**src/common/dcd_pkg.sv**
```systemverilog
// Constants, field positions and command codes for the DDR3 command decoder
package dcd_pkg;
  localparam int NUM_BANKS = 8;
  localparam int BANK_W = 3;
  localparam int ADDR_W = 14;
  localparam int DQ_W = 16;
  localparam int LANE_W = 8;
  localparam int BEAT_W = 3;
  localparam int CORE_W = 128;
  localparam int BYTES_W = 16;
  localparam int SYNC_W = 41;
  localparam int AP_BIT = 10;
  localparam int CHOP_BIT = 12;
  localparam int BT_BIT = 3;
  localparam logic [BEAT_W-1:0] LAST_FULL = 3'h7;
  localparam logic [BEAT_W-1:0] LAST_CHOP = 3'h3;
  localparam logic [BANK_W-1:0] MR0_BANK = 3'h0;
  localparam logic [1:0] BL_FIXED8 = 2'h0;
  localparam logic [1:0] BL_OTF = 2'h1;
  localparam logic [1:0] BL_FIXED4 = 2'h2;
  localparam logic [2:0] ENC_ACT = 3'h3;
  localparam logic [2:0] ENC_PRE = 3'h2;
  localparam logic [2:0] ENC_WR = 3'h4;
  localparam logic [2:0] ENC_RD = 3'h5;
  localparam logic [2:0] ENC_MRS = 3'h0;
  localparam logic [2:0] ENC_REF = 3'h1;
  localparam logic [2:0] ENC_ZQ = 3'h6;
  localparam logic [2:0] ENC_NOP = 3'h7;

  typedef enum logic [3:0] {
    CMD_NONE = 4'h0,
    CMD_ACT = 4'h1,
    CMD_PRE = 4'h2,
    CMD_PREA = 4'h3,
    CMD_WR = 4'h4,
    CMD_RD = 4'h5,
    CMD_MRS = 4'h6,
    CMD_REF = 4'h7,
    CMD_SRE = 4'h8,
    CMD_SRX = 4'h9,
    CMD_PDE = 4'hA,
    CMD_PDX = 4'hB,
    CMD_ZQCL = 4'hC,
    CMD_ZQCS = 4'hD,
    CMD_NOP = 4'hE,
    CMD_DES = 4'hF
  } dcd_cmd_e;
endpackage

```
**src/design/dcd_pin_sync.sv**
```systemverilog
// Two-stage synchroniser for a bundle of pin inputs
`timescale 1ns/100ps
`default_nettype none
module dcd_pin_sync #(
  parameter int WIDTH = 1
) (
  input wire logic clk,
  input wire logic rst,
  input wire logic [WIDTH-1:0] asyncIn,
  output logic [WIDTH-1:0] syncOut
);
  logic [WIDTH-1:0] meta_q;
  logic [WIDTH-1:0] meta_d;
  logic [WIDTH-1:0] stable_q;
  logic [WIDTH-1:0] stable_d;

  genvar i;
  generate
    for (i = 0; i < WIDTH; i++)
    begin : g_bit
      always_comb
      begin
        meta_d[i] = asyncIn[i];
        stable_d[i] = meta_q[i];
      end
    end
  endgenerate

  always_ff @(posedge clk)
  begin
    if (rst)
    begin
      meta_q <= '0;
      stable_q <= '0;
    end
    else
    begin
      meta_q <= meta_d;
      stable_q <= stable_d;
    end
  end

  assign syncOut = stable_q;
endmodule
`default_nettype wire

```
**src/design/dcd_command_decoder.sv**
```systemverilog
// DDR3 command decoder: pin sampling, bank state, low-power modes and burst engine
// Notes on behaviour
// - Activate opens given row in idle bank
// - RAS low CAS high: WE picks act/precharge
// - Write decode; auto-close flag adds precharge
// - Read decode; auto-close flag adds precharge
// - On-the-fly chop line: low four, high eight
// - Mode set only all idle, all low
// - Power-down entry on gate fall with nop, all banks idle
// - Refresh gate high; falling gate self-refresh
// - Gate rising with nop exits low power
// - Byte masks high block their lane independently
// - Eight independent banks each hold open row
// - One core word spans burst, two beats/clock
// - Bursts of eight or chopped four, ordered
// - Captured address is burst starting column
`timescale 1ns/100ps
`default_nettype none
module dcd_command_decoder (
  input wire logic clk,
  input wire logic rst,
  input wire logic ckPin,
  input wire logic ckeIn,
  input wire logic csN,
  input wire logic rasN,
  input wire logic casN,
  input wire logic weN,
  input wire logic [dcd_pkg::BANK_W-1:0] bankSelect,
  input wire logic [dcd_pkg::ADDR_W-1:0] rowColumnLines,
  input wire logic lowerByteMask,
  input wire logic upperByteMask,
  input wire logic [dcd_pkg::DQ_W-1:0] dqIn,
  output logic cmdValid,
  output dcd_pkg::dcd_cmd_e cmdCode,
  output logic [dcd_pkg::BANK_W-1:0] cmdBank,
  output logic [dcd_pkg::ADDR_W-1:0] cmdAddr,
  output logic cmdAutoPrecharge,
  output logic cmdChopped,
  output logic zqLong,
  output logic [dcd_pkg::NUM_BANKS-1:0] bankActive,
  output logic powerDown,
  output logic selfRefresh,
  output logic otfEnabled,
  output logic burstActive,
  output logic burstWrite,
  output logic [dcd_pkg::ADDR_W-1:0] burstRow,
  output logic [dcd_pkg::ADDR_W-1:0] burstStartColumn,
  output logic beatValid,
  output logic [dcd_pkg::ADDR_W-1:0] beatColumn,
  output logic [1:0] beatLaneEn,
  output logic [dcd_pkg::DQ_W-1:0] beatData,
  output logic coreWordValid,
  output logic [dcd_pkg::CORE_W-1:0] coreWord,
  output logic [dcd_pkg::BYTES_W-1:0] coreByteEn
);
  import dcd_pkg::*;

  logic [SYNC_W-1:0] pinsS;
  logic ckS, ckeS, csNS, rasNS, casNS, weNS, udmS, ldmS;
  logic [BANK_W-1:0] baS;
  logic [ADDR_W-1:0] addrS;
  logic [DQ_W-1:0] dqS;

  dcd_pin_sync #(.WIDTH(SYNC_W)) u_sync (
    .clk(clk),
    .rst(rst),
    .asyncIn({ckPin, ckeIn, csN, rasN, casN, weN, bankSelect, rowColumnLines, upperByteMask, lowerByteMask, dqIn}),
    .syncOut(pinsS)
  );
  assign {ckS, ckeS, csNS, rasNS, casNS, weNS, baS, addrS, udmS, ldmS, dqS} = pinsS;

  logic ckLast_q, ckLast_d, ckePrev_q, ckePrev_d;
  logic cmdValid_q, cmdValid_d, cmdAp_q, cmdAp_d, cmdChop_q, cmdChop_d, zqLong_q, zqLong_d;
  dcd_cmd_e cmdCode_q, cmdCode_d, decCode;
  logic [BANK_W-1:0] cmdBank_q, cmdBank_d;
  logic [ADDR_W-1:0] cmdAddr_q, cmdAddr_d;
  logic [NUM_BANKS-1:0] bankActive_q, bankActive_d;
  logic [ADDR_W-1:0] openRow_q [NUM_BANKS];
  logic [ADDR_W-1:0] openRow_d [NUM_BANKS];
  logic powerDown_q, powerDown_d, selfRefresh_q, selfRefresh_d;
  logic otf_q, otf_d, fixChop_q, fixChop_d, interleave_q, interleave_d;
  logic ckRise, linkEdge, isNop, allIdle, apClose, rwCmd;
  logic burstActive_q, burstActive_d, burstWrite_q, burstWrite_d, burstChop_q, burstChop_d;
  logic burstAp_q, burstAp_d, burstIlv_q, burstIlv_d;
  logic [BANK_W-1:0] burstBank_q, burstBank_d;
  logic [ADDR_W-1:0] burstRow_q, burstRow_d, burstStart_q, burstStart_d, beatCol_q, beatCol_d;
  logic [BEAT_W-1:0] beatCnt_q, beatCnt_d, lastBeat, ord;
  logic beatValid_q, beatValid_d, coreValid_q, coreValid_d;
  logic [1:0] laneEn_q, laneEn_d;
  logic [DQ_W-1:0] beatData_q, beatData_d;
  logic [CORE_W-1:0] coreWord_q, coreWord_d;
  logic [BYTES_W-1:0] coreEn_q, coreEn_d;

  // Both edges carry data beats; only the rising edge carries commands
  assign ckRise = ckS & ~ckLast_q;
  assign linkEdge = ckS ^ ckLast_q;
  assign isNop = ~csNS & ({rasNS, casNS, weNS} == ENC_NOP);
  assign allIdle = (bankActive_q == '0);
  assign rwCmd = (decCode == CMD_RD) || (decCode == CMD_WR);

  always_comb
  begin
    ckLast_d = ckS;
    ckePrev_d = ckePrev_q;
    cmdValid_d = 1'b0;
    cmdCode_d = cmdCode_q;
    cmdBank_d = cmdBank_q;
    cmdAddr_d = cmdAddr_q;
    cmdAp_d = cmdAp_q;
    cmdChop_d = cmdChop_q;
    zqLong_d = zqLong_q;
    bankActive_d = bankActive_q;
    openRow_d = openRow_q;
    powerDown_d = powerDown_q;
    selfRefresh_d = selfRefresh_q;
    otf_d = otf_q;
    fixChop_d = fixChop_q;
    interleave_d = interleave_q;
    decCode = CMD_NONE;
    if (apClose)
      bankActive_d[burstBank_q] = 1'b0;
    if (ckRise)
    begin
      ckePrev_d = ckeS;
      if (powerDown_q || selfRefresh_q)
      begin
        // Everything but a clean exit is ignored while asleep
        if (!ckePrev_q && ckeS && (csNS || isNop))
          decCode = selfRefresh_q ? CMD_SRX : CMD_PDX;
      end
      else if (ckePrev_q && !ckeS)
      begin
        if ((csNS || isNop) && allIdle)
          decCode = CMD_PDE;
        else if (!csNS && ({rasNS, casNS, weNS} == ENC_REF) && allIdle)
          decCode = CMD_SRE;
      end
      else if (ckePrev_q)
      begin
        // Gate low in the previous cycle outside sleep means still initialising
        if (csNS)
          decCode = CMD_DES;
        else
        begin
          // Commands breaking bank preconditions are dropped
          case ({rasNS, casNS, weNS})
            ENC_ACT: decCode = bankActive_q[baS] ? CMD_NONE : CMD_ACT;
            ENC_PRE: decCode = addrS[AP_BIT] ? CMD_PREA : CMD_PRE;
            ENC_WR: decCode = bankActive_q[baS] ? CMD_WR : CMD_NONE;
            ENC_RD: decCode = bankActive_q[baS] ? CMD_RD : CMD_NONE;
            ENC_MRS: decCode = allIdle ? CMD_MRS : CMD_NONE;
            ENC_REF: decCode = allIdle ? CMD_REF : CMD_NONE;
            ENC_ZQ: decCode = !allIdle ? CMD_NONE : (addrS[AP_BIT] ? CMD_ZQCL : CMD_ZQCS);
            ENC_NOP: decCode = CMD_NOP;
            default: decCode = CMD_NONE;
          endcase
        end
      end
    end
    if (decCode != CMD_NONE)
    begin
      cmdValid_d = 1'b1;
      cmdCode_d = decCode;
      cmdBank_d = baS;
      cmdAddr_d = addrS;
      cmdAp_d = addrS[AP_BIT];
      cmdChop_d = otf_q ? !addrS[CHOP_BIT] : fixChop_q;
    end
    case (decCode)
      CMD_ACT:
      begin
        bankActive_d[baS] = 1'b1;
        openRow_d[baS] = addrS;
      end
      CMD_PRE: bankActive_d[baS] = 1'b0;
      CMD_PREA: bankActive_d = '0;
      CMD_MRS:
      begin
        if (baS == MR0_BANK)
        begin
          otf_d = (addrS[1:0] == BL_OTF);
          fixChop_d = (addrS[1:0] == BL_FIXED4);
          interleave_d = addrS[BT_BIT];
        end
      end
      CMD_SRE: selfRefresh_d = 1'b1;
      CMD_PDE: powerDown_d = 1'b1;
      CMD_SRX: selfRefresh_d = 1'b0;
      CMD_PDX: powerDown_d = 1'b0;
      CMD_ZQCL: zqLong_d = 1'b1;
      CMD_ZQCS: zqLong_d = 1'b0;
      default: zqLong_d = zqLong_q;
    endcase
  end

  always_ff @(posedge clk)
  begin
    if (rst)
    begin
      ckLast_q <= 1'b0;
      ckePrev_q <= 1'b0;
      cmdValid_q <= 1'b0;
      cmdCode_q <= CMD_NONE;
      cmdBank_q <= '0;
      cmdAddr_q <= '0;
      cmdAp_q <= 1'b0;
      cmdChop_q <= 1'b0;
      zqLong_q <= 1'b0;
      bankActive_q <= '0;
      openRow_q <= '{default: '0};
      powerDown_q <= 1'b0;
      selfRefresh_q <= 1'b0;
      otf_q <= 1'b0;
      fixChop_q <= 1'b0;
      interleave_q <= 1'b0;
    end
    else
    begin
      ckLast_q <= ckLast_d;
      ckePrev_q <= ckePrev_d;
      cmdValid_q <= cmdValid_d;
      cmdCode_q <= cmdCode_d;
      cmdBank_q <= cmdBank_d;
      cmdAddr_q <= cmdAddr_d;
      cmdAp_q <= cmdAp_d;
      cmdChop_q <= cmdChop_d;
      zqLong_q <= zqLong_d;
      bankActive_q <= bankActive_d;
      openRow_q <= openRow_d;
      powerDown_q <= powerDown_d;
      selfRefresh_q <= selfRefresh_d;
      otf_q <= otf_d;
      fixChop_q <= fixChop_d;
      interleave_q <= interleave_d;
    end
  end

  assign lastBeat = burstChop_q ? LAST_CHOP : LAST_FULL;
  assign apClose = burstActive_q && linkEdge && (beatCnt_q == lastBeat) && burstAp_q;

  always_comb
  begin
    burstActive_d = burstActive_q;
    burstWrite_d = burstWrite_q;
    burstChop_d = burstChop_q;
    burstAp_d = burstAp_q;
    burstIlv_d = burstIlv_q;
    burstBank_d = burstBank_q;
    burstRow_d = burstRow_q;
    burstStart_d = burstStart_q;
    beatCol_d = beatCol_q;
    beatCnt_d = beatCnt_q;
    beatValid_d = 1'b0;
    laneEn_d = 2'h0;
    beatData_d = beatData_q;
    coreValid_d = 1'b0;
    coreWord_d = coreWord_q;
    coreEn_d = coreEn_q;
    // Chopped bursts wrap inside their half of the eight-column block
    ord = burstIlv_q ? (burstStart_q[2:0] ^ beatCnt_q) : (burstStart_q[2:0] + beatCnt_q);
    if (burstChop_q)
      ord[2] = burstStart_q[2];
    if (burstActive_q && linkEdge)
    begin
      beatValid_d = 1'b1;
      beatCol_d = {burstStart_q[ADDR_W-1:3], ord};
      if (burstWrite_q)
      begin
        laneEn_d = {~udmS, ~ldmS};
        beatData_d = dqS;
        if (!ldmS)
          coreWord_d[{beatCnt_q, 4'h0} +: LANE_W] = dqS[LANE_W-1:0];
        if (!udmS)
          coreWord_d[{beatCnt_q, 4'h8} +: LANE_W] = dqS[DQ_W-1:LANE_W];
        coreEn_d[{beatCnt_q, 1'b0}] = ~ldmS;
        coreEn_d[{beatCnt_q, 1'b1}] = ~udmS;
      end
      beatCnt_d = beatCnt_q + 3'h1;
      if (beatCnt_q == lastBeat)
      begin
        burstActive_d = 1'b0;
        coreValid_d = 1'b1;
      end
    end
    // A new column command restarts the engine; a finishing word still pulses valid but with its byte enables cleared
    if (rwCmd)
    begin
      burstActive_d = 1'b1;
      burstWrite_d = (decCode == CMD_WR);
      burstChop_d = cmdChop_d;
      burstAp_d = addrS[AP_BIT];
      burstIlv_d = interleave_q;
      burstBank_d = baS;
      burstRow_d = openRow_q[baS];
      burstStart_d = addrS;
      beatCnt_d = 3'h0;
      coreEn_d = '0;
    end
  end

  always_ff @(posedge clk)
  begin
    if (rst)
    begin
      burstActive_q <= 1'b0;
      burstWrite_q <= 1'b0;
      burstChop_q <= 1'b0;
      burstAp_q <= 1'b0;
      burstIlv_q <= 1'b0;
      burstBank_q <= '0;
      burstRow_q <= '0;
      burstStart_q <= '0;
      beatCol_q <= '0;
      beatCnt_q <= '0;
      beatValid_q <= 1'b0;
      laneEn_q <= 2'h0;
      beatData_q <= '0;
      coreValid_q <= 1'b0;
      coreWord_q <= '0;
      coreEn_q <= '0;
    end
    else
    begin
      burstActive_q <= burstActive_d;
      burstWrite_q <= burstWrite_d;
      burstChop_q <= burstChop_d;
      burstAp_q <= burstAp_d;
      burstIlv_q <= burstIlv_d;
      burstBank_q <= burstBank_d;
      burstRow_q <= burstRow_d;
      burstStart_q <= burstStart_d;
      beatCol_q <= beatCol_d;
      beatCnt_q <= beatCnt_d;
      beatValid_q <= beatValid_d;
      laneEn_q <= laneEn_d;
      beatData_q <= beatData_d;
      coreValid_q <= coreValid_d;
      coreWord_q <= coreWord_d;
      coreEn_q <= coreEn_d;
    end
  end

  assign cmdValid = cmdValid_q;
  assign cmdCode = cmdCode_q;
  assign cmdBank = cmdBank_q;
  assign cmdAddr = cmdAddr_q;
  assign cmdAutoPrecharge = cmdAp_q;
  assign cmdChopped = cmdChop_q;
  assign zqLong = zqLong_q;
  assign bankActive = bankActive_q;
  assign powerDown = powerDown_q;
  assign selfRefresh = selfRefresh_q;
  assign otfEnabled = otf_q;
  assign burstActive = burstActive_q;
  assign burstWrite = burstWrite_q;
  assign burstRow = burstRow_q;
  assign burstStartColumn = burstStart_q;
  assign beatValid = beatValid_q;
  assign beatColumn = beatCol_q;
  assign beatLaneEn = laneEn_q;
  assign beatData = beatData_q;
  assign coreWordValid = coreValid_q;
  assign coreWord = coreWord_q;
  assign coreByteEn = coreEn_q;

  property p_act;
    @(posedge clk) disable iff (rst) cmdValid && cmdCode == CMD_ACT |-> bankActive[cmdBank] && openRow_q[cmdBank] == cmdAddr;
  endproperty
  a_act: assert property (p_act) else $error("activate left bank closed");
  property p_pre;
    @(posedge clk) disable iff (rst) cmdValid && cmdCode == CMD_PREA |-> bankActive == '0;
  endproperty
  a_pre: assert property (p_pre) else $error("precharge all left a bank open");
  property p_wr;
    @(posedge clk) disable iff (rst) cmdValid && cmdCode == CMD_WR |-> burstActive && burstWrite && burstStartColumn == cmdAddr;
  endproperty
  a_wr: assert property (p_wr) else $error("write did not start a write burst");
  property p_rd;
    @(posedge clk) disable iff (rst) cmdValid && cmdCode == CMD_RD |-> burstActive && !burstWrite;
  endproperty
  a_rd: assert property (p_rd) else $error("read did not start a read burst");
  property p_chop;
    @(posedge clk) disable iff (rst) cmdValid && otfEnabled && (cmdCode == CMD_RD || cmdCode == CMD_WR) |-> cmdChopped == !cmdAddr[CHOP_BIT];
  endproperty
  a_chop: assert property (p_chop) else $error("burst chop mismatch");
  property p_mrs;
    @(posedge clk) disable iff (rst) cmdValid && cmdCode == CMD_MRS |-> $past(bankActive) == '0;
  endproperty
  a_mrs: assert property (p_mrs) else $error("mode set with open bank");
  property p_pde;
    @(posedge clk) disable iff (rst) cmdValid && cmdCode == CMD_PDE |-> powerDown && !$past(powerDown);
  endproperty
  a_pde: assert property (p_pde) else $error("power-down not entered");
  property p_sre;
    @(posedge clk) disable iff (rst) cmdValid && cmdCode == CMD_SRE |-> selfRefresh && bankActive == '0;
  endproperty
  a_sre: assert property (p_sre) else $error("self-refresh not entered");
  property p_exit;
    @(posedge clk) disable iff (rst) cmdValid && (cmdCode == CMD_PDX || cmdCode == CMD_SRX) |-> !powerDown && !selfRefresh;
  endproperty
  a_exit: assert property (p_exit) else $error("low power not exited");
  property p_mask;
    @(posedge clk) disable iff (rst) beatValid && burstWrite |-> beatLaneEn == ~$past({udmS, ldmS});
  endproperty
  a_mask: assert property (p_mask) else $error("lane enable ignores mask");
  property p_burst;
    @(posedge clk) disable iff (rst) $rose(burstActive) |-> ##[1:70] coreWordValid;
  endproperty
  a_burst: assert property (p_burst) else $error("burst never completed");
  property p_des;
    // A deselect on the closing edge of an auto-close burst sees that bank shut
    @(posedge clk) disable iff (rst) cmdValid && cmdCode == CMD_DES |->
      ($stable(bankActive) || $past(apClose)) && $stable(powerDown) && $stable(selfRefresh);
  endproperty
  a_des: assert property (p_des) else $error("deselect changed state");
  property p_zq;
    @(posedge clk) disable iff (rst) cmdValid && cmdCode == CMD_ZQCL |-> zqLong && cmdAutoPrecharge;
  endproperty
  a_zq: assert property (p_zq) else $error("long calibration not flagged");
endmodule
`default_nettype wire

```
**config.mk**
```make
export PLATFORM = sky130hd
export DESIGN_NAME = dcd_command_decoder
export DESIGN_NICKNAME = d
export VERILOG_FILES = /design/src/common/dcd_pkg.sv /design/src/design/dcd_pin_sync.sv /design/src/design/dcd_command_decoder.sv
export SDC_FILE = /design/constraint.sdc
export NUM_CORES = 1
export LEC_CHECK = 0
export BUFFER_PORTS_ARGS = -buffer_cell sky130_fd_sc_hd__buf_2
export CORE_MARGIN = 10
export CORE_UTILIZATION = 56
export DETAILED_ROUTE_END_ITERATION = 12
export PLACE_DENSITY = 0.8
export RECOVER_POWER = 50
export SYNTH_ARGS = -nofsm -noshare
export SYNTH_HDL_FRONTEND = slang
export SYNTH_SLANG_ARGS = --single-unit
```
**constraint.sdc**
```tcl
create_clock -name clk -period 3.9 [get_ports clk]
set_input_delay 0.195 -clock clk [delete_from_list [all_inputs] [get_ports clk]]
set_output_delay 0.195 -clock clk [all_outputs]
set_load 0.05 [all_outputs]
```
==> reports/metrics.csv, run 1 <==
metric;value;unit
H-tree depth;2;
Slew Viols, Final;295;
hold path endpoint;u_sync.meta_q[29]$_SDFF_PP0_;
failing checks;max-capacitance violations, max-slew violations;
Setup CP Type;register to register;
HP Start;rowColumnLines[11];
vias in the first global route;14077;
Final Power;9.05;mW
gpl congestion;0.938;
most common cell in the netlist;dfxtp_1;
Avg Cell Area, Syn;9.35;um2
Die Y-Extent;194;um
Reg2Reg Launch Point;u_sync.syncOut[32]$_SDFF_PP0_;
Antenna Nets Post-Route;0;
initial antenna violation count;1;
Ys Warns;0;
Final Skew;18.5;ps
maximum root-to-sink buffer count;3;
Setup crit end kind;register;
Final WS setup;362;ps
Least-Margin Pin Slew;2290;ps
Hold/Removal Path Class;primary input to register;
final cell count without fillers;2499;
DR DRC count;0;
Area after DPL;18500;um2
DR WL met3;4850;um
first-pass GRT wire length;79300;um
Die ar.;37600;um2
via/cell ratio;5.74;
Peak supply drop;0.385;mV
DR vias;14355;
Site Rows;63;
1st-iter DRT viols;1256;
r2r endpoint;openRow_q[7]$_SDFFE_PP0P_;
R2R Setup Slk;360;ps
maxcap violations;3;
Seq/Total Area, Yosys;53.1;%
Synth top area share;53.1;%
top cells by count, synth;449 x dfxtp_1, 339 x nand2_1, 166 x mux2i_1;
Clock Latency Late Sink;550;ps
Num CTS Buffers;44;
largest net degree at the start of global routing;108;
number of flops mapped to enable cells by yosys;0;
CORE AREA;29700;um2
headroom to the max-slew limit;-52.7;%
Yosys reg bits;449;
Die Width;194;um
dpl hpwl;34800;um
Fillers;2436;
Final TNS setup;0;ps
clock root buffer;clkbuf_16;
r2r worst-path depth;7;
count of different cell masters after synthesis;64;
clk slew on worst S/H paths;60;ps
wire per inst;20.3;um
static leakage;7.75;nW
Area contributors post-synth;dfxtp_1 53%, mux2i_1 9.8%, nand2_1 7.5%;
fin crit period;3540;ps
power density cells;452;nW/um2
CP arrival;4000;ps
status;finished, violations left;
crit-path max FO;11;
Main synth FF type;dfxtp_1;
Synth Net Count;1868;
met2 WL;22300;um
Tot GR Track Use;25.7;%
maximum clock frequency;0.283;GHz
CP required;4360;ps
cell accounting for the most synthesized area;dfxtp_1;
first-pass iteration count of the detailed router;5;
final worst-path cycle share;90.7;%
Metal-1 WL;21200;um
share of cells above drive strength 1;8.40;%
CTS tree;yes;
hold_ws;395;ps
final hold violations;0;
Post-Syn Area;16900;um2
final core utilization;67.3;%
CTS sink cnt;449;
Area Growth Syn to Fin;18.1;%
Final Setup Violations;0;
Syn Inst Count;1813;
hold depth;3;
pre-CTS setup slack;456;ps
top layer in use;met4;
I/O Buffers;286;
fraction of registers with async set/reset;0;%
gr ovfl total;0;
Final #Nets;2131;
aggregate routed wire length;50800;um
nature of the critical path startpoint;register;
dpl cells;2379;
Top Ports;287;
Initial Utilization;57.0;%
RSZ-0062 raised after global routing;no;
Final Cell Area;20000;um2
[worst max-delay path, cell delays in order (launching register included)]
cell	delay, ps
dfxtp_1	580
mux2_2	390
mux4_2	500
and4b_4	210
a311o_1	350
a21oi_2	510
and4_1	640
mux2i_1	260
[cells in the final DEF (no fill, tap or decap), types with 16 or more instances in the layout]
cell type      count
nand4_1           36
buf_2             41
clkbuf_1         258
a21oi_1          138
nor3_1            37
nand2_1          339
dlygate4sd3_1     41
a22oi_1           46
inv_1             16
nor2_1           107
a31oi_1           17
buf_4             32
mux2i_1          166
nor2b_1           87
o21ai_0           17
clkbuf_16         44
a211oi_1          19
dfxtp_1          449
nand3_1           62
[per-layer routing]
layer | global-route usage, % | vias to the layer above
li1 | - | 6770
met1 | 32.6 | 6777
met2 | 39.5 | 670
met5 | 0 | -
met4 | 12.4 | 0
met3 | 7.11 | 138
[what timing repair did]
item	in CTS	in global routing
hold buffers	41	0
endpoints found under the hold margin	41	0
setup buffers	0	0
gates resized for setup	0	0
[kinds of logic after synthesis]
logic type | Yosys count | share of synthesized area (%)
fa+ha+maj | 12 | 0.931
xor+xnor | 3 | 0.155
compound gates | 295 | 11.2
flops | 449 | 53.1
mux | 171 | 10.2
simple gates | 720 | 20.2
buf+inv | 163 | 4.27
[registers in the layout, indices dropped and copies added (netlist names), 8 cells and up]
| register | count |
|---|---|
| bankActive | 8 |
| beatColumn | 14 |
| beatData | 16 |
| burstRow | 14 |
| burstStartColumn | 14 |
| cmdAddr | 14 |
| coreByteEn | 16 |
| coreWord | 128 |
| openRow_q | 112 |
| u_sync.meta_q | 41 |
| u_sync.syncOut | 41 |
[final cells by class]
cell class,instances,area [um2],share of cell area [%]
sequential,449,8990,44.9
multi-input combinational,1201,7250,36.2
timing repair buffer,361,1790,8.93
clock buffer,67,1280,6.39
tap,390,488,2.44
clock inverter,11,139,0.694
inverter,19,73.8,0.369
antenna,1,2.50,0.0125
[power breakdown]
part	leakage [nW]	internal [mW]	switching [mW]	total, mW
Sequential	3.63	4.63	0.0524	4.68
Combinational	3.42	0.0844	0.142	0.227
Clock	0.696	2.40	1.74	4.14
Total	7.75	7.11	1.94	9.05
[how the worst max path moves through the flow]
stage / from / to / slack, ps / depth (start not counted)
2_1_floorplan: bankActive[1]$_SDFF_PP0_ / cmdAddr[10]$_SDFFE_PP0P_ / 1030 / 10
3_3_place_gp: u_sync.syncOut[32]$_SDFF_PP0_ / openRow_q[65]$_SDFFE_PP0P_ / 520 / 8
3_5_place_dp: u_sync.syncOut[32]$_SDFF_PP0_ / openRow_q[81]$_SDFFE_PP0P_ / 460 / 8
4_1_cts: u_sync.syncOut[32]$_SDFF_PP0_ / openRow_q[7]$_SDFFE_PP0P_ / 410 / 7
5_1_grt: rst / u_sync.meta_q[31]$_SDFF_PP0_ / 220 / 3
6_report: u_sync.syncOut[32]$_SDFF_PP0_ / openRow_q[7]$_SDFFE_PP0P_ / 360 / 7
Power figures use the tool's default switching activity.
==> run 2, diff against run 1 <==
==> constraint.sdc (replaced) <==
create_clock -name clk -period 3.9 [get_ports clk]
set_input_delay 0.78 -clock clk [delete_from_list [all_inputs] [get_ports clk]]
set_output_delay 0.78 -clock clk [all_outputs]
set_load 0.05 [all_outputs]
==> run 2 against run 1 <==
Net effect: the run still ends with max-capacitance violations, max-slew violations left; sequential share of layout area is 0.62 points higher; maximum frequency is 5.0% higher; non-clock buffer count is 38 lower; worst setup slack better by 170 ps; critical path type unchanged; critical endpoint is now cmdAddr[0]$_SDFFE_PP0P_; largest power group unchanged.
==> reports/metrics.csv, run 2 (same netlist as run 1, synthesis figures left out) <==
metric;value;unit
CP arrival;3850;ps
Top Ports;287;
r2r endpoint;cmdAddr[0]$_SDFFE_PP0P_;
dpl hpwl;35000;um
dpl cells;2382;
Area Growth Syn to Fin;16.5;%
CTS tree;yes;
gr ovfl total;0;
clock root buffer;clkbuf_16;
Die Width;194;um
hold buffer count at CTS;0;
final worst-path cycle share;86.4;%
1st-iter DRT viols;1407;
Setup crit end kind;register;
Final #Nets;2094;
final core utilization;66.4;%
maxcap violations;1;
aggregate routed wire length;50300;um
Area after DPL;18500;um2
first-pass GRT wire length;77700;um
Die Y-Extent;194;um
hold_ws;432;ps
Initial Utilization;57.0;%
failing checks;max-capacitance violations, max-slew violations;
I/O Buffers;286;
CORE AREA;29700;um2
Least-Margin Pin Slew;1800;ps
DR DRC count;0;
fin crit period;3370;ps
DR WL met3;4650;um
headroom to the max-slew limit;-19.9;%
DR vias;14354;
share of cells above drive strength 1;8.88;%
status;finished, violations left;
final cell count without fillers;2465;
nature of the critical path startpoint;register;
most frequent cells in the layout;449 x dfxtp_1, 339 x nand2_1, 257 x clkbuf_1;
commonest non-fill, non-tap cell in the layout;dfxtp_1;
Die ar.;37600;um2
Final TNS setup;0;ps
Final Cell Area;19700;um2
Site Rows;63;
CP required;4380;ps
Setup Buffers After CTS;0;
Tot GR Track Use;25.2;%
top layer in use;met5;
hold path endpoint;u_sync.syncOut[2]$_SDFF_PP0_;
Reg2Reg Launch Point;u_sync.syncOut[32]$_SDFF_PP0_;
wire per inst;20.4;um
CTS sink cnt;449;
post-CTS sizing;0;
largest net degree at the start of global routing;97;
clk slew on worst S/H paths;60;ps
Final Setup Violations;0;
R2R Setup Slk;530;ps
static leakage;7.64;nW
via/cell ratio;5.82;
final hold violations;0;
maximum clock frequency;0.297;GHz
hold depth;1;
maximum root-to-sink buffer count;3;
initial antenna violation count;4;
Peak supply drop;0.386;mV
Hold/Removal Path Class;register to register;
Final Skew;13.4;ps
first-pass iteration count of the detailed router;6;
Largest register FFs;128;
Metal-1 WL;21200;um
HP Start;u_sync.meta_q[2]$_SDFF_PP0_;
power density cells;470;nW/um2
vias in the first global route;13757;
crit-path max FO;19;
met2 WL;22200;um
gpl congestion;0.940;
r2r worst-path depth;7;
Num CTS Buffers;45;
Setup CP Type;register to register;
H-tree depth;2;
Antenna Nets Post-Route;0;
Slew Viols, Final;97;
Clock Latency Late Sink;550;ps
RSZ-0062 raised after global routing;no;
-- run 2: cell types whose count changed in the layout (fill, tap and decap cells not counted) --
cell | before | now
clkinv_2 | 6 | 7
bufinv_16 | 2 | 4
clkinvlp_4 | 0 | 1
clkbuf_1 | 258 | 257
clkinv_8 | 3 | 0
clkbuf_4 | 0 | 1
clkbuf_16 | 44 | 47
inv_6 | 0 | 1
diode_2 | 1 | 2
clkbuf_2 | 3 | 1
dlygate4sd3_1 | 41 | 0
buf_4 | 32 | 34
buf_12 | 0 | 1
-- run 2: how the worst max path moves through the flow --
stage                                       start  slack [ps]                  endpoint  depth (start not counted)
finish              u_sync.syncOut[32]$_SDFF_PP0_         530   cmdAddr[0]$_SDFFE_PP0P_                          7
detailed placement  u_sync.syncOut[32]$_SDFF_PP0_         620   cmdAddr[0]$_SDFFE_PP0P_                          7
global placement    u_sync.syncOut[32]$_SDFF_PP0_         670   cmdAddr[1]$_SDFFE_PP0P_                          7
CTS                 u_sync.syncOut[32]$_SDFF_PP0_         580   cmdAddr[0]$_SDFFE_PP0P_                          7
global route        u_sync.syncOut[32]$_SDFF_PP0_         380   cmdAddr[0]$_SDFFE_PP0P_                          7
floorplan                bankActive[1]$_SDFF_PP0_        1030  cmdAddr[10]$_SDFFE_PP0P_                         10
-- run 2: per-stage QoR --
stage	total power [mW]	worst slack [ps]
2_1_floorplan	4.88	1030
3_3_place_gp	4.97	669
3_5_place_dp	4.97	618
4_1_cts	9.30	581
5_1_grt	9.52	385
6_report	9.28	529
-- run 2: worst max-delay path: stages (launching register included) --
cell	delay, ps
dfxtp_1	560
mux2_2	380
mux4_2	500
nand3_1	150
a311o_1	230
a21o_1	410
and3_1	810
a31o_2	260
-- run 2: power by group --
part	switching (mW)	total [mW]	internal, mW	leakage [nW]
logic	0.136	0.195	0.0587	3.27
registers	0.0529	4.68	4.63	3.63
clock network	1.76	4.40	2.64	0.747
-- run 2: cell type report --
cell class	count	area, um2
inverter	19	73.8
tap	390	488
timing repair buffer	323	1410
fill	2438	9990
sequential	449	8990
multi-input combinational	1201	7250
clock inverter	13	171
clock buffer	68	1350
antenna	2	5.00
-- run 2: metal layers --
metal	vias up	track usage, %
li1	6700	-
met1	6858	32.6
met2	657	38.9
met3	135	6.47
met4	4	11.4
met5	-	0
==> run 3, diff against run 2 <==
--- a/config.mk
+++ b/config.mk
@@ -7,9 +7,10 @@
 export LEC_CHECK = 0
 export BUFFER_PORTS_ARGS = -buffer_cell sky130_fd_sc_hd__buf_2
 export CORE_MARGIN = 10
-export CORE_UTILIZATION = 56
+export CORE_UTILIZATION = 58
+export CTS_BUF_LIST = sky130_fd_sc_hd__clkbuf_8
 export DETAILED_ROUTE_END_ITERATION = 12
-export PLACE_DENSITY = 0.8
+export PLACE_DENSITY = 0.82
 export RECOVER_POWER = 50
 export SYNTH_ARGS = -nofsm -noshare
 export SYNTH_HDL_FRONTEND = slang
==> run 3 against run 2 <==
Net effect: the flow still finishes with violations (max-capacitance violations, max-slew violations); power decreased by 6.9%; global-route usage up 0.77 points; largest cell class unchanged; core utilization increased by 1.4 points; critical path depth is 3 lower; worst hold slack worse by 24 ps; clock skew is 17 ps higher.
==> reports/metrics.csv, run 3 (same netlist as run 1, synthesis figures left out) <==
metric;value;unit
Die ar.;36400;um2
Least-Margin Pin Slew;2350;ps
static leakage;7.65;nW
Area Growth Syn to Fin;15.2;%
share of cells above drive strength 1;9.87;%
Slew Viols, Final;219;
CP Launch Point;rst;
post-CTS sizing;0;
CP arrival;3730;ps
final worst-path cycle share;83.8;%
maximum root-to-sink buffer count;3;
most frequent cells in the layout;449 x dfxtp_1, 339 x nand2_1, 244 x clkbuf_1;
Final Power;8.64;mW
gpl congestion;0.946;
Site Rows;62;
commonest non-fill, non-tap cell in the layout;dfxtp_1;
vias in the first global route;13942;
clk slew on worst S/H paths;60;ps
Final #Nets;2115;
first-pass iteration count of the detailed router;8;
Top Ports;287;
CTS tree;yes;
R2R Setup Slk;640;ps
RSZ-0062 raised after global routing;no;
Sequential Area;8990;um2
ant diodes;0;
r2r endpoint;openRow_q[7]$_SDFFE_PP0P_;
wire per inst;20.2;um
headroom to the max-slew limit;-56.5;%
Die Y-Extent;191;um
via/cell ratio;5.78;
CP required;4370;ps
Clock Latency Late Sink;590;ps
Tot GR Track Use;26.0;%
hold depth;2;
Antenna Nets Post-Route;0;
first-pass GRT wire length;76300;um
r2r worst-path depth;8;
power density cells;442;nW/um2
Initial Utilization;58.9;%
largest net degree at the start of global routing;219;
hold buffer count at CTS;0;
Fillers;2360;
Final TNS setup;0;ps
nature of the critical path startpoint;primary input;
DR vias;14393;
Largest register FFs;128;
dpl hpwl;34400;um
status;finished, violations left;
maxcap violations;1;
failing checks;max-capacitance violations, max-slew violations;
hold path endpoint;u_sync.meta_q[5]$_SDFF_PP0_;
Peak supply drop;0.216;mV
aggregate routed wire length;50300;um
CORE AREA;28800;um2
1st-iter DRT viols;1326;
initial antenna violation count;1;
Final Skew;30.0;ps
Die Width;191;um
H-tree depth;3;
Setup crit end kind;register;
HP Start;dqIn[5];
final hold violations;0;
maximum clock frequency;0.306;GHz
crit-path max FO;218;
gr ovfl total;0;
Setup Buffers After CTS;0;
Setup CP Type;primary input to register;
fin crit period;3270;ps
clock root buffer;clkbuf_8;
Reg2Reg Launch Point;u_sync.syncOut[32]$_SDFF_PP0_;
DR DRC count;0;
area occupied by multi-input gates;7250;um2
I/O Buffers;286;
Num CTS Buffers;69;
Final Setup Violations;0;
Hold/Removal Path Class;primary input to register;
CTS sink cnt;449;
-- run 3: area by class of cell --
class,instances,area share [%]
Clock inverter,35,0.942
Timing Repair Buffer,320,7.12
Multi-Input combinational cell,1201,37.1
Tap cell,384,2.46
Sequential cell,449,46.0
Clock buffer,84,5.92
Inverter,19,0.378
-- run 3: worst max path at each step --
| stage | endpoint | slack [ps] | cells past startpoint |
|---|---|---|---|
| 3_3_place_gp | openRow_q[11]$_SDFFE_PP0P_ | 770 | 8 |
| 6_report | cmdBank[1]$_SDFFE_PP0P_ | 630 | 4 |
| 5_1_grt | coreWord[71]$_SDFFE_PP0P_ | 380 | 8 |
| 2_1_floorplan | cmdAddr[10]$_SDFFE_PP0P_ | 1030 | 10 |
| 4_1_cts | openRow_q[7]$_SDFFE_PP0P_ | 680 | 8 |
| 3_5_place_dp | openRow_q[7]$_SDFFE_PP0P_ | 710 | 8 |
-- run 3: where the power goes --
group	internal, mW	total (mW)	switching [mW]
logic	0.0577	0.190	0.132
registers	4.63	4.68	0.0536
clock network	2.01	3.77	1.76
-- run 3: routing by layer --
metal | GRT usage (%) | share of wire [%]
met1 | 32.9 | 41
met5 | 0 | 0.018
met3 | 7.93 | 11
met2 | 38.9 | 44
met4 | 14.3 | 4.6
-- run 3: through the flow --
step | cells | hold WS, ps | util [%] | cell area (um2) | setup slack [ps]
CTS | 2492 | 374 | 68.9 | 19800 | 683
floorplan | 1813 | 414 | - | 16900 | 1030
finish | 2492 | 408 | 67.8 | 19500 | 631
global route | 2492 | 407 | 67.8 | 19500 | 379
global placement | 2373 | 418 | 64.3 | 18500 | 771
detailed placement | 2373 | 420 | 64.3 | 18500 | 705
-- run 3: critical path, cell delays in order --
cell and delay [ps]:
clkbuf_8 380, clkbuf_4 1680, a311oi_1 320, a31o_1 340
